<file path="src/wake_irq_params.svh">
// constants for the wake input and interrupt pulse logic
// assumes a 250 MHz core clock; included by the package and the module
`ifndef WAKE_IRQ_PARAMS_SVH
`define WAKE_IRQ_PARAMS_SVH

`define CLK_PERIOD_NS        4
`define WAKE_FILTER_TIME_NS  16000
`define IRQ_PULSE_TIME_NS    100000
`define IRQ_GAP_TIME_NS      100000
// least times round up to whole cycles
`define NS_TO_CYCLES_UP(t)   (((t) + `CLK_PERIOD_NS - 1) / `CLK_PERIOD_NS)

`define FILT_CNT_W           12
`define IRQ_CNT_W            17
`define STAT_W               8

// register byte offsets
`define ADR_HARDWARE_CONTROL_REG          8'h00
`define ADR_WAKE_CTRL        8'h04
`define ADR_BIAS_CTRL        8'h08
`define ADR_STAT_FIRST       8'h0c
`define ADR_STAT_SECOND      8'h10
`define ADR_LEVEL_STAT       8'h14

// field positions
`define BIT_MOD_BY_PIN       0
`define BIT_WAKE_EN          0
`define BIT_CYCLIC           1
`define BIT_PIN_WAKE         0
`define BIT_LEVEL            0

// bias select codes
`define BIAS_NONE            2'h0
`define BIAS_PULL_DOWN       2'h1
`define BIAS_PULL_UP         2'h2
`define BIAS_AUTO            2'h3

`endif

</file>
<file path="src/wake_irq_pkg.sv">
// types shared by the wake input and interrupt pulse logic
// the constants live in wake_irq_params.svh
`include "wake_irq_params.svh"

package wake_irq_pkg;

  // device operating mode as driven by the mode controller
  typedef enum logic [1:0] {
    MODE_NORMAL   = 2'h0,
    MODE_STOP     = 2'h1,
    MODE_SLEEP    = 2'h3,
    MODE_FAILSAFE = 2'h2
  } dev_mode_t;

  // gray along idle -> pulse -> gap; gap -> idle flips both bits
  typedef enum logic [1:0] {
    IRQ_IDLE  = 2'h0,
    IRQ_PULSE = 2'h1,
    IRQ_GAP   = 2'h3
  } irq_state_t;

  typedef struct packed {
    logic [2:0]             sync;
    logic                   filt_level;
    logic [`FILT_CNT_W-1:0] filt_cnt;
    logic                   mod_by_pin;
    logic                   wake_en;
    logic                   cyclic;
    logic [1:0]             bias;
    logic [`STAT_W-1:0]     shadow_first;
    logic [`STAT_W-1:0]     shadow_second;
    logic [`STAT_W-1:0]     stat_first;
    logic [`STAT_W-1:0]     stat_second;
    logic                   irq_pend;
    irq_state_t             irq_st;
    logic [`IRQ_CNT_W-1:0]  irq_cnt;
    dev_mode_t              mode_prev;
    logic                   ack;
    logic [31:0]            dat;
    logic                   irq_n;
    logic                   wake_req;
    logic                   restart_req;
    logic                   pwm_sel;
    logic                   pull_up;
    logic                   pull_down;
  } wake_state_t;

endpackage : wake_irq_pkg

</file>
<file path="src/wake_input_interrupt_logic.sv">
// wake pin edge detection, mode dependent wake or interrupt, bias select,
// pin driven buck modulation select and the active-low interrupt pulse.
// assumes: mode comes from the mode controller on core_clk; ext_* events
// are single-cycle pulses already gated by their own wake enables.
//
// Design decisions made here: register access over Wishbone and the address map.
`timescale 1ns/1ns
`include "wake_irq_params.svh"

module wake_input_interrupt_logic
  import wake_irq_pkg::*;
#(
  parameter int unsigned IRQ_PULSE_CYCLES =
    `NS_TO_CYCLES_UP(`IRQ_PULSE_TIME_NS),
  parameter int unsigned IRQ_GAP_CYCLES   =
    `NS_TO_CYCLES_UP(`IRQ_GAP_TIME_NS)
)(
  input  wire logic              core_clk,
  input  wire logic              rstn,
  input  wire logic              wb_cyc,
  input  wire logic              wb_stb,
  input  wire logic              wb_we,
  input  wire logic [7:0]        wb_adr,
  input  wire logic [3:0]        wb_sel,
  input  wire logic [31:0]       wb_dat_wr,
  output logic      [31:0]       wb_dat_rd,
  output logic                   wb_ack,
  input  wire logic              wake_pin,
  input  wire dev_mode_t         mode,
  input  wire logic              cyclic_window,
  input  wire logic [`STAT_W-1:1] ext_wake_first,
  input  wire logic [`STAT_W-1:0] ext_wake_second,
  input  wire logic              buck_auto_pwm,
  output logic                   irq_line_n,
  output logic                   wake_request,
  output logic                   restart_request,
  output logic                   pwm_select,
  output logic                   pull_up_en,
  output logic                   pull_down_en
);

  localparam int unsigned FILT_CYCLES =
    `NS_TO_CYCLES_UP(`WAKE_FILTER_TIME_NS);

  function automatic logic cnt_done(input logic [`IRQ_CNT_W-1:0] c,
                                    input int unsigned n);
    cnt_done = (c == `IRQ_CNT_W'(n - 1));
  endfunction : cnt_done

  wake_state_t state_reg;
  wake_state_t state_next;

  ////////////////////////////////////////////////////////////////////////////
  // combinational next state

  logic                   agree;
  logic                   sense_on;
  logic                   pin_event;
  logic                   run_mode;
  logic                   sleep_wake;
  logic                   fs_restart;
  logic                   irq_cause;
  logic                   copy_stat;
  logic                   bus_req;
  logic                   wr_lo;
  logic [`STAT_W-1:0]     clr_first;
  logic [`STAT_W-1:0]     clr_second;
  logic [`STAT_W-1:0]     new_first;
  logic [`STAT_W-1:0]     new_second;

  always_comb
  begin
    state_next = state_reg;
    state_next.sync = {state_reg.sync[1:0], wake_pin};

    // synced level counts only once second and third flops agree
    agree = (state_reg.sync[1] == state_reg.sync[2]);
    // cyclic sense looks at the pin only inside its window
    sense_on = !state_reg.cyclic || cyclic_window;
    pin_event = 1'b0;
    if (agree && sense_on && state_reg.sync[2] != state_reg.filt_level)
    begin
      if (state_reg.filt_cnt == `FILT_CNT_W'(FILT_CYCLES - 1))
      begin
        state_next.filt_level = state_reg.sync[2];
        state_next.filt_cnt   = '0;
        pin_event             = 1'b1;
      end
      else
      begin
        state_next.filt_cnt = state_reg.filt_cnt + `FILT_CNT_W'(1);
      end
    end
    else
    begin
      state_next.filt_cnt = '0;
    end

    run_mode   = (mode == MODE_NORMAL) || (mode == MODE_STOP);
    sleep_wake = pin_event && state_reg.wake_en
                 && mode == MODE_SLEEP;
    fs_restart = pin_event && mode == MODE_FAILSAFE;
    state_next.wake_req    = sleep_wake;
    state_next.restart_req = fs_restart;

    // in Normal/Stop events latch into a shadow first; the visible copy follows at pulse start
    new_first  = {ext_wake_first, 1'b0};
    new_second = ext_wake_second;
    if ((pin_event && state_reg.wake_en) || fs_restart)
      new_first[`BIT_PIN_WAKE] = 1'b1;

    // level status is deliberately absent from every cause below
    irq_cause = run_mode && (
                  (pin_event && state_reg.wake_en)
                  || (|ext_wake_first) || (|ext_wake_second)
                  || (mode == MODE_STOP && state_reg.mode_prev != MODE_STOP
                      && (|{state_reg.stat_first, state_reg.stat_second,
                            state_reg.shadow_first,
                            state_reg.shadow_second}))
                  || (mode == MODE_STOP && buck_auto_pwm));
    state_next.mode_prev = mode;

    // pulse generator; it drives no mode change
    copy_stat = 1'b0;
    case (state_reg.irq_st)
      IRQ_IDLE:
      begin
        if (state_reg.irq_pend && run_mode)
        begin
          state_next.irq_st = IRQ_PULSE;
          state_next.irq_n  = 1'b0;
          state_next.irq_cnt = '0;
          copy_stat         = 1'b1;
        end
      end
      IRQ_PULSE:
      begin
        if (cnt_done(state_reg.irq_cnt, IRQ_PULSE_CYCLES))
        begin
          state_next.irq_st  = IRQ_GAP;
          state_next.irq_n   = 1'b1;
          state_next.irq_cnt = '0;
        end
        else
        begin
          state_next.irq_cnt = state_reg.irq_cnt + `IRQ_CNT_W'(1);
        end
      end
      IRQ_GAP:
      begin
        if (cnt_done(state_reg.irq_cnt, IRQ_GAP_CYCLES))
          state_next.irq_st = IRQ_IDLE;
        else
          state_next.irq_cnt = state_reg.irq_cnt + `IRQ_CNT_W'(1);
      end
      default:
      begin
        state_next.irq_st = IRQ_IDLE;
        state_next.irq_n  = 1'b1;
      end
    endcase

    // a new cause in the start cycle stays pending for the next pulse
    if (!run_mode)
      state_next.irq_pend = 1'b0;
    else
      state_next.irq_pend = (state_reg.irq_pend && !copy_stat)
                            || irq_cause;

    // outside Normal/Stop no pulse starts, status follows at once
    if (!run_mode)
      copy_stat = 1'b1;

    // bus slave: answer one cycle after the request, drop ack after
    bus_req = wb_cyc && wb_stb && !state_reg.ack;
    wr_lo   = bus_req && wb_we && wb_sel[0];
    state_next.ack = bus_req;
    clr_first  = '0;
    clr_second = '0;
    if (wr_lo)
    begin
      case (wb_adr)
        `ADR_HARDWARE_CONTROL_REG:
          state_next.mod_by_pin = wb_dat_wr[`BIT_MOD_BY_PIN];
        `ADR_WAKE_CTRL:
        begin
          state_next.wake_en = wb_dat_wr[`BIT_WAKE_EN];
          state_next.cyclic  = wb_dat_wr[`BIT_CYCLIC];
        end
        `ADR_BIAS_CTRL:
          state_next.bias = wb_dat_wr[1:0];
        `ADR_STAT_FIRST:
          clr_first = wb_dat_wr[`STAT_W-1:0];
        `ADR_STAT_SECOND:
          clr_second = wb_dat_wr[`STAT_W-1:0];
        default:
          state_next.mod_by_pin = state_reg.mod_by_pin;
      endcase
    end

    // write-one-to-clear; a set in the same cycle wins
    if (copy_stat)
    begin
      state_next.stat_first  = (state_reg.stat_first & ~clr_first)
                               | state_reg.shadow_first | new_first;
      state_next.stat_second = (state_reg.stat_second & ~clr_second)
                               | state_reg.shadow_second | new_second;
      state_next.shadow_first  = '0;
      state_next.shadow_second = '0;
    end
    else
    begin
      state_next.stat_first  = state_reg.stat_first & ~clr_first;
      state_next.stat_second = state_reg.stat_second & ~clr_second;
      state_next.shadow_first  = state_reg.shadow_first | new_first;
      state_next.shadow_second = state_reg.shadow_second | new_second;
    end

    state_next.dat = '0;
    if (bus_req && !wb_we)
    begin
      case (wb_adr)
        `ADR_HARDWARE_CONTROL_REG:
          state_next.dat[`BIT_MOD_BY_PIN] = state_reg.mod_by_pin;
        `ADR_WAKE_CTRL:
        begin
          state_next.dat[`BIT_WAKE_EN] = state_reg.wake_en;
          state_next.dat[`BIT_CYCLIC]  = state_reg.cyclic;
        end
        `ADR_BIAS_CTRL:
          state_next.dat[1:0] = state_reg.bias;
        `ADR_STAT_FIRST:
          state_next.dat[`STAT_W-1:0] = state_reg.stat_first;
        `ADR_STAT_SECOND:
          state_next.dat[`STAT_W-1:0] = state_reg.stat_second;
        `ADR_LEVEL_STAT:
          state_next.dat[`BIT_LEVEL] = run_mode
                                       && state_reg.filt_level;
        default:
          state_next.dat = '0;
      endcase
    end

    // modulation select follows the synced pin with no filter
    if (state_reg.mod_by_pin && mode == MODE_STOP)
      state_next.pwm_sel = state_reg.sync[2];
    else
      state_next.pwm_sel = 1'b0;

    case (state_reg.bias)
      `BIAS_PULL_DOWN:
      begin
        state_next.pull_up   = 1'b0;
        state_next.pull_down = 1'b1;
      end
      `BIAS_PULL_UP:
      begin
        state_next.pull_up   = 1'b1;
        state_next.pull_down = 1'b0;
      end
      `BIAS_AUTO:
      begin
        state_next.pull_up   = state_reg.filt_level;
        state_next.pull_down = !state_reg.filt_level;
      end
      default:
      begin
        state_next.pull_up   = 1'b0;
        state_next.pull_down = 1'b0;
      end
    endcase
  end

  ////////////////////////////////////////////////////////////////////////////
  // state register

  always_ff @(posedge core_clk or negedge rstn)
  begin
    if (!rstn)
    begin
      state_reg           <= '0;
      state_reg.irq_st    <= IRQ_IDLE;
      state_reg.mode_prev <= MODE_NORMAL;
      state_reg.irq_n     <= 1'b1;
    end
    else
    begin
      state_reg <= state_next;
    end
  end

  assign wb_dat_rd       = state_reg.dat;
  assign wb_ack          = state_reg.ack;
  assign irq_line_n      = state_reg.irq_n;
  assign wake_request    = state_reg.wake_req;
  assign restart_request = state_reg.restart_req;
  assign pwm_select      = state_reg.pwm_sel;
  assign pull_up_en      = state_reg.pull_up;
  assign pull_down_en    = state_reg.pull_down;

  // cycles spent low and high, helper for the pulse checks
  logic [`IRQ_CNT_W-1:0] low_cnt;
  logic [`IRQ_CNT_W-1:0] high_cnt;
  logic                  seen_pulse;
  always_ff @(posedge core_clk or negedge rstn)
  begin
    if (!rstn)
    begin
      low_cnt    <= '0;
      high_cnt   <= '0;
      seen_pulse <= 1'b0;
    end
    else
    begin
      low_cnt  <= irq_line_n ? '0 : low_cnt + `IRQ_CNT_W'(1);
      high_cnt <= irq_line_n ? high_cnt + `IRQ_CNT_W'(1) : '0;
      if (!irq_line_n)
        seen_pulse <= 1'b1;
    end
  end
endmodule : wake_input_interrupt_logic

</file>
<file path="config.mk">
export PLATFORM = sky130hd
export DESIGN_NAME = wake_input_interrupt_logic
export DESIGN_NICKNAME = d
export VERILOG_FILES = /design/src/wake_irq_pkg.sv /design/src/wake_input_interrupt_logic.sv
export VERILOG_INCLUDE_DIRS = /design/src
export SDC_FILE = /design/constraint.sdc
export NUM_CORES = 1
export LEC_CHECK = 0
export ABC_CLOCK_PERIOD_IN_PS = 5520
export BUFFER_PORTS_ARGS = -buffer_cell sky130_fd_sc_hd__buf_2
export CORE_MARGIN = 4
export CORE_UTILIZATION = 45
export CTS_BUF_LIST = sky130_fd_sc_hd__clkbuf_8
export CTS_CLUSTER_DIAMETER = 80
export DETAILED_ROUTE_END_ITERATION = 10
export GPL_TIMING_DRIVEN = 0
export PLACE_DENSITY = 0.69
export SYNTH_ARGS = -nofsm -noshare
export SYNTH_HDL_FRONTEND = slang
export SYNTH_SLANG_ARGS = --single-unit
</file>
<file path="constraint.sdc">
create_clock -name core_clk -period 5.52 [get_ports core_clk]
set_input_delay 1.38 -clock core_clk [delete_from_list [all_inputs] [get_ports core_clk]]
set_output_delay 1.38 -clock core_clk [all_outputs]
set_load 0.01 [all_outputs]
</file>
==> summary.md <==
The flow ran to the end, and the final reports show no timing, DRC or antenna violations. The register with the most flip-flops in the layout has 73 of them. Global routing finished with a remaining overflow of 0. Once the clock tree was built, the setup fixing pass inserted 0 buffers.

The logs give 0 for the DRC violation count after routing and 0.0143 ns for the clock skew after layout. The number of standard-cell rows in the floorplan is 35, and the number of synthesized register bits is 90. The tools report the effective utilization at floorplan as 46.5%. Total of endpoints with negative setup slack in the final report: 0. The logs give 0 for the number of antenna violations at the first check in global routing and 0 for the number of gates given a new drive strength after cts.

At the worst endpoint, the arrival time is 2.93 ns. Path class of the lowest-slack min-delay path: reg2reg. In this run the deepest clock path goes through 2 buffers.

The H-tree was split into 3 levels. In the final layout, the share of cells above drive strength 1 is 22.8%. Cell internal power was estimated by the tool at 0.928 mW.

The net total in the final layout was 609. Leaving out fill and tap cells, the most frequent cell in the layout is sky130_fd_sc_hd__dfrtp_1. In this run the worst path has a maximum fanout of 8.

The vertical die dimension works out to 106 µm. The switching share of power works out to 25.6%. The wire-length estimate of the detail-placed layout is 7040 µm. The core footprint is 0.00933 mm², and the via count of the first global-routing pass is 3341.

In the routed layout, each cell is associated on average with a via count of 5.15. The dominant register cell in the synthesized netlist was sky130_fd_sc_hd__dfrtp_1. The proportion of register bits with asynchronous set or reset after synthesis works out to 100%. For the pin with the worst max-slew slack, the measured transition is 0.625 ns.

The routability congestion estimate was 0.880. Across the run, the number of max-cap violations was 0. TritonCTS built the clock tree. Total leakage power: 2.31 nW. After routing, the total negative slack on setup checks comes to 0 ns. Clock-pin slew was measured on the worst setup and hold paths at 0.10 ns. For the maximum number of pins on one net before global-route repair, the log shows 63.

For the net switching power, the log shows 0.320 mW. Final-report max-slew violation count: 0. The worst setup path is captured at a flip-flop. The routed layout has 3464 vias. Sequential cell area fraction in the yosys report: 52.0%. From synthesis to final layout, the design area changed by 17.9%. The tools report the number of buffers added to fix hold violations after cts as 0.

The logs give 5 for the number of detailed-routing iterations run before antenna repair and 0.130 mV for the worst ir drop on vdd. Combined area of all synthesized cells: 0.00434 mm². During placement, the flow inserted port buffers numbering 56. The first global-routing pass estimated 15800 µm of wire.

Dividing total power by cell area gives a power density of 244 mW/mm². The tools report the worst slew margin relative to its limit as 57.7%. Setup repair after global routing left no endpoint under its margin.

A synthesized cell averages 9.70 µm². The worst setup path is launched from an input pin. The run gives 187 as the number of violations reported at the end of detailed-routing iteration 0. The count of flip-flops with a built-in enable after synthesis works out to 0. Share of total power in combinational logic: 7.1%. The routed wire length was 9510 µm; the post-place setup slack was 2.46 ns. The minimum clock period came out at 2.69 ns.

The kind of critical path is in2reg. The total count of hold-check failures in the final report came out at 0. Measured along the x axis, the die boundary spans 106 µm. At the worst endpoint, the required time is 5.76 ns. The final period utilization was 48.7%. CTS saw 90 sinks. Counting every instance in the synthesized netlist gives 447.

Once routing completed, OpenROAD measured the worst setup slack at 2.83 ns. The clock reaches the later pin of the worst-skew pair after 0.37 ns. The die covers 0.0113 mm². The count of unique library cells instantiated by Yosys was 59; the count of antenna-violating nets left after detailed routing was 0. Overall fraction of global-route tracks in use: 17.2%. Per report_power, the clock group accounts for 38.7% of the total.

The library cells used most frequently in the layout, excluding fill and tap cells, are sky130_fd_sc_hd__dfrtp_1 (89), sky130_fd_sc_hd__nor2_1 (61), sky130_fd_sc_hd__buf_2 (57). For the proportion of power drawn by flip-flops and latches, the log shows 54.2%. The tree is rooted in a sky130_fd_sc_hd__clkbuf_8. Dividing the detail-routed wire length by the instance count gives 14.1 µm. The run gives 372 MHz as the achievable clock frequency.

Yosys printed 0 warnings. The count of inserted antenna diode cells is 0. The count of pins on the block boundary came out at 108. TritonCTS buffer count: 9.
## critical path: stages
cell and delay (ns):
sky130_fd_sc_hd__buf_2 0.09, sky130_fd_sc_hd__or4_4 0.54, sky130_fd_sc_hd__or3_4 0.39, sky130_fd_sc_hd__nand3b_4 0.22, sky130_fd_sc_hd__o21ai_0 0.20, sky130_fd_sc_hd__o21ai_0 0.11
## metrics by stage
stage	power [mW]	util (%)	instance area (µm²)	cells	hold WS [ns]
final	1.25	54.8	5110	672	0.370
after global routing	1.31	54.8	5110	672	0.397
after CTS	1.26	54.8	5110	672	0.376
after detailed placement	0.778	52.5	4890	656	0.352
after global placement	0.774	52.1	4860	655	0.337
after floorplan	0.732	-	4420	470	0.331
## logic make-up after synthesis
| family | synth area share, % |
|---|---|
| compound gates | 11.8 |
| xor+xnor | 2.42 |
| fa+ha+maj | 0.577 |
| buf+inv | 8.17 |
| flops | 52.0 |
| mux | 2.02 |
| other cells | 0.0865 |
| simple gates | 22.9 |
## layout make-up
class / instances / area [µm²]
Fill cell: 831 / 4220
Sequential cell: 90 / 2250
Multi-Input combinational cell: 322 / 1810
Timing Repair Buffer: 57 / 310
Buffer: 45 / 305
Tap cell: 129 / 161
Clock buffer: 9 / 124
Clock inverter: 7 / 95.1
Inverter: 13 / 48.8
## routing by layer
layer	wire [µm]	GRT usage [%]
met5	0	0
met4	131	6.38
met3	506	2.55
met2	4720	29.2
met1	4150	22.4
## cell usage after synthesis, types with 3 or more instances
library cell,number,area share (%)
sky130_fd_sc_hd__a21oi_1,17,2.0
sky130_fd_sc_hd__a22oi_1,7,1.2
sky130_fd_sc_hd__a31oi_1,4,0.58
sky130_fd_sc_hd__and2_1,4,0.58
sky130_fd_sc_hd__and3_1,6,0.87
sky130_fd_sc_hd__and3b_1,3,0.61
sky130_fd_sc_hd__buf_4,33,5.7
sky130_fd_sc_hd__clkbuf_1,8,0.69
sky130_fd_sc_hd__dfrtp_1,89,51
sky130_fd_sc_hd__inv_1,13,1.1
sky130_fd_sc_hd__mux2_2,4,1.0
sky130_fd_sc_hd__nand2_1,34,2.9
sky130_fd_sc_hd__nand2b_1,5,0.72
sky130_fd_sc_hd__nand3_1,16,1.8
sky130_fd_sc_hd__nand4_1,9,1.3
sky130_fd_sc_hd__nor2_1,61,5.3
sky130_fd_sc_hd__nor2b_1,3,0.43
sky130_fd_sc_hd__nor3_1,7,0.81
sky130_fd_sc_hd__nor4_1,15,2.2
sky130_fd_sc_hd__nor4b_1,3,0.61
sky130_fd_sc_hd__o21ai_0,39,4.5
sky130_fd_sc_hd__o21bai_1,4,0.69
sky130_fd_sc_hd__or2_2,3,0.43
sky130_fd_sc_hd__or3_1,5,0.72
sky130_fd_sc_hd__xnor2_1,6,1.2
sky130_fd_sc_hd__xor2_1,6,1.2
## power by group through the flow
stage          sequential (mW)  combinational [mW]  clock (mW)
4_1_cts                  0.676              0.0893       0.498
3_3_place_gp             0.689              0.0851           0
2_1_floorplan            0.688              0.0443           0
5_1_grt                  0.678              0.0994       0.529
3_5_place_dp             0.689              0.0889           0
6_report                 0.677              0.0888       0.482
## worst paths after layout
check,end,start,slack [ns],cells past startpoint
max in group asynchronous,irq_line_n,rstn,3.93,2
min in group asynchronous,wb_ack,rstn,0.93,1
worst min register to register,state_next[113],state_next[112],0.37,0
worst min-delay path,state_next[113],state_next[112],0.37,0
worst max-delay path,state_reg[63],wb_adr[1],2.83,6
worst max register to register,state_reg[46],state_reg[41],3.30,7
Note: power is estimated with default switching activity, not from simulation.
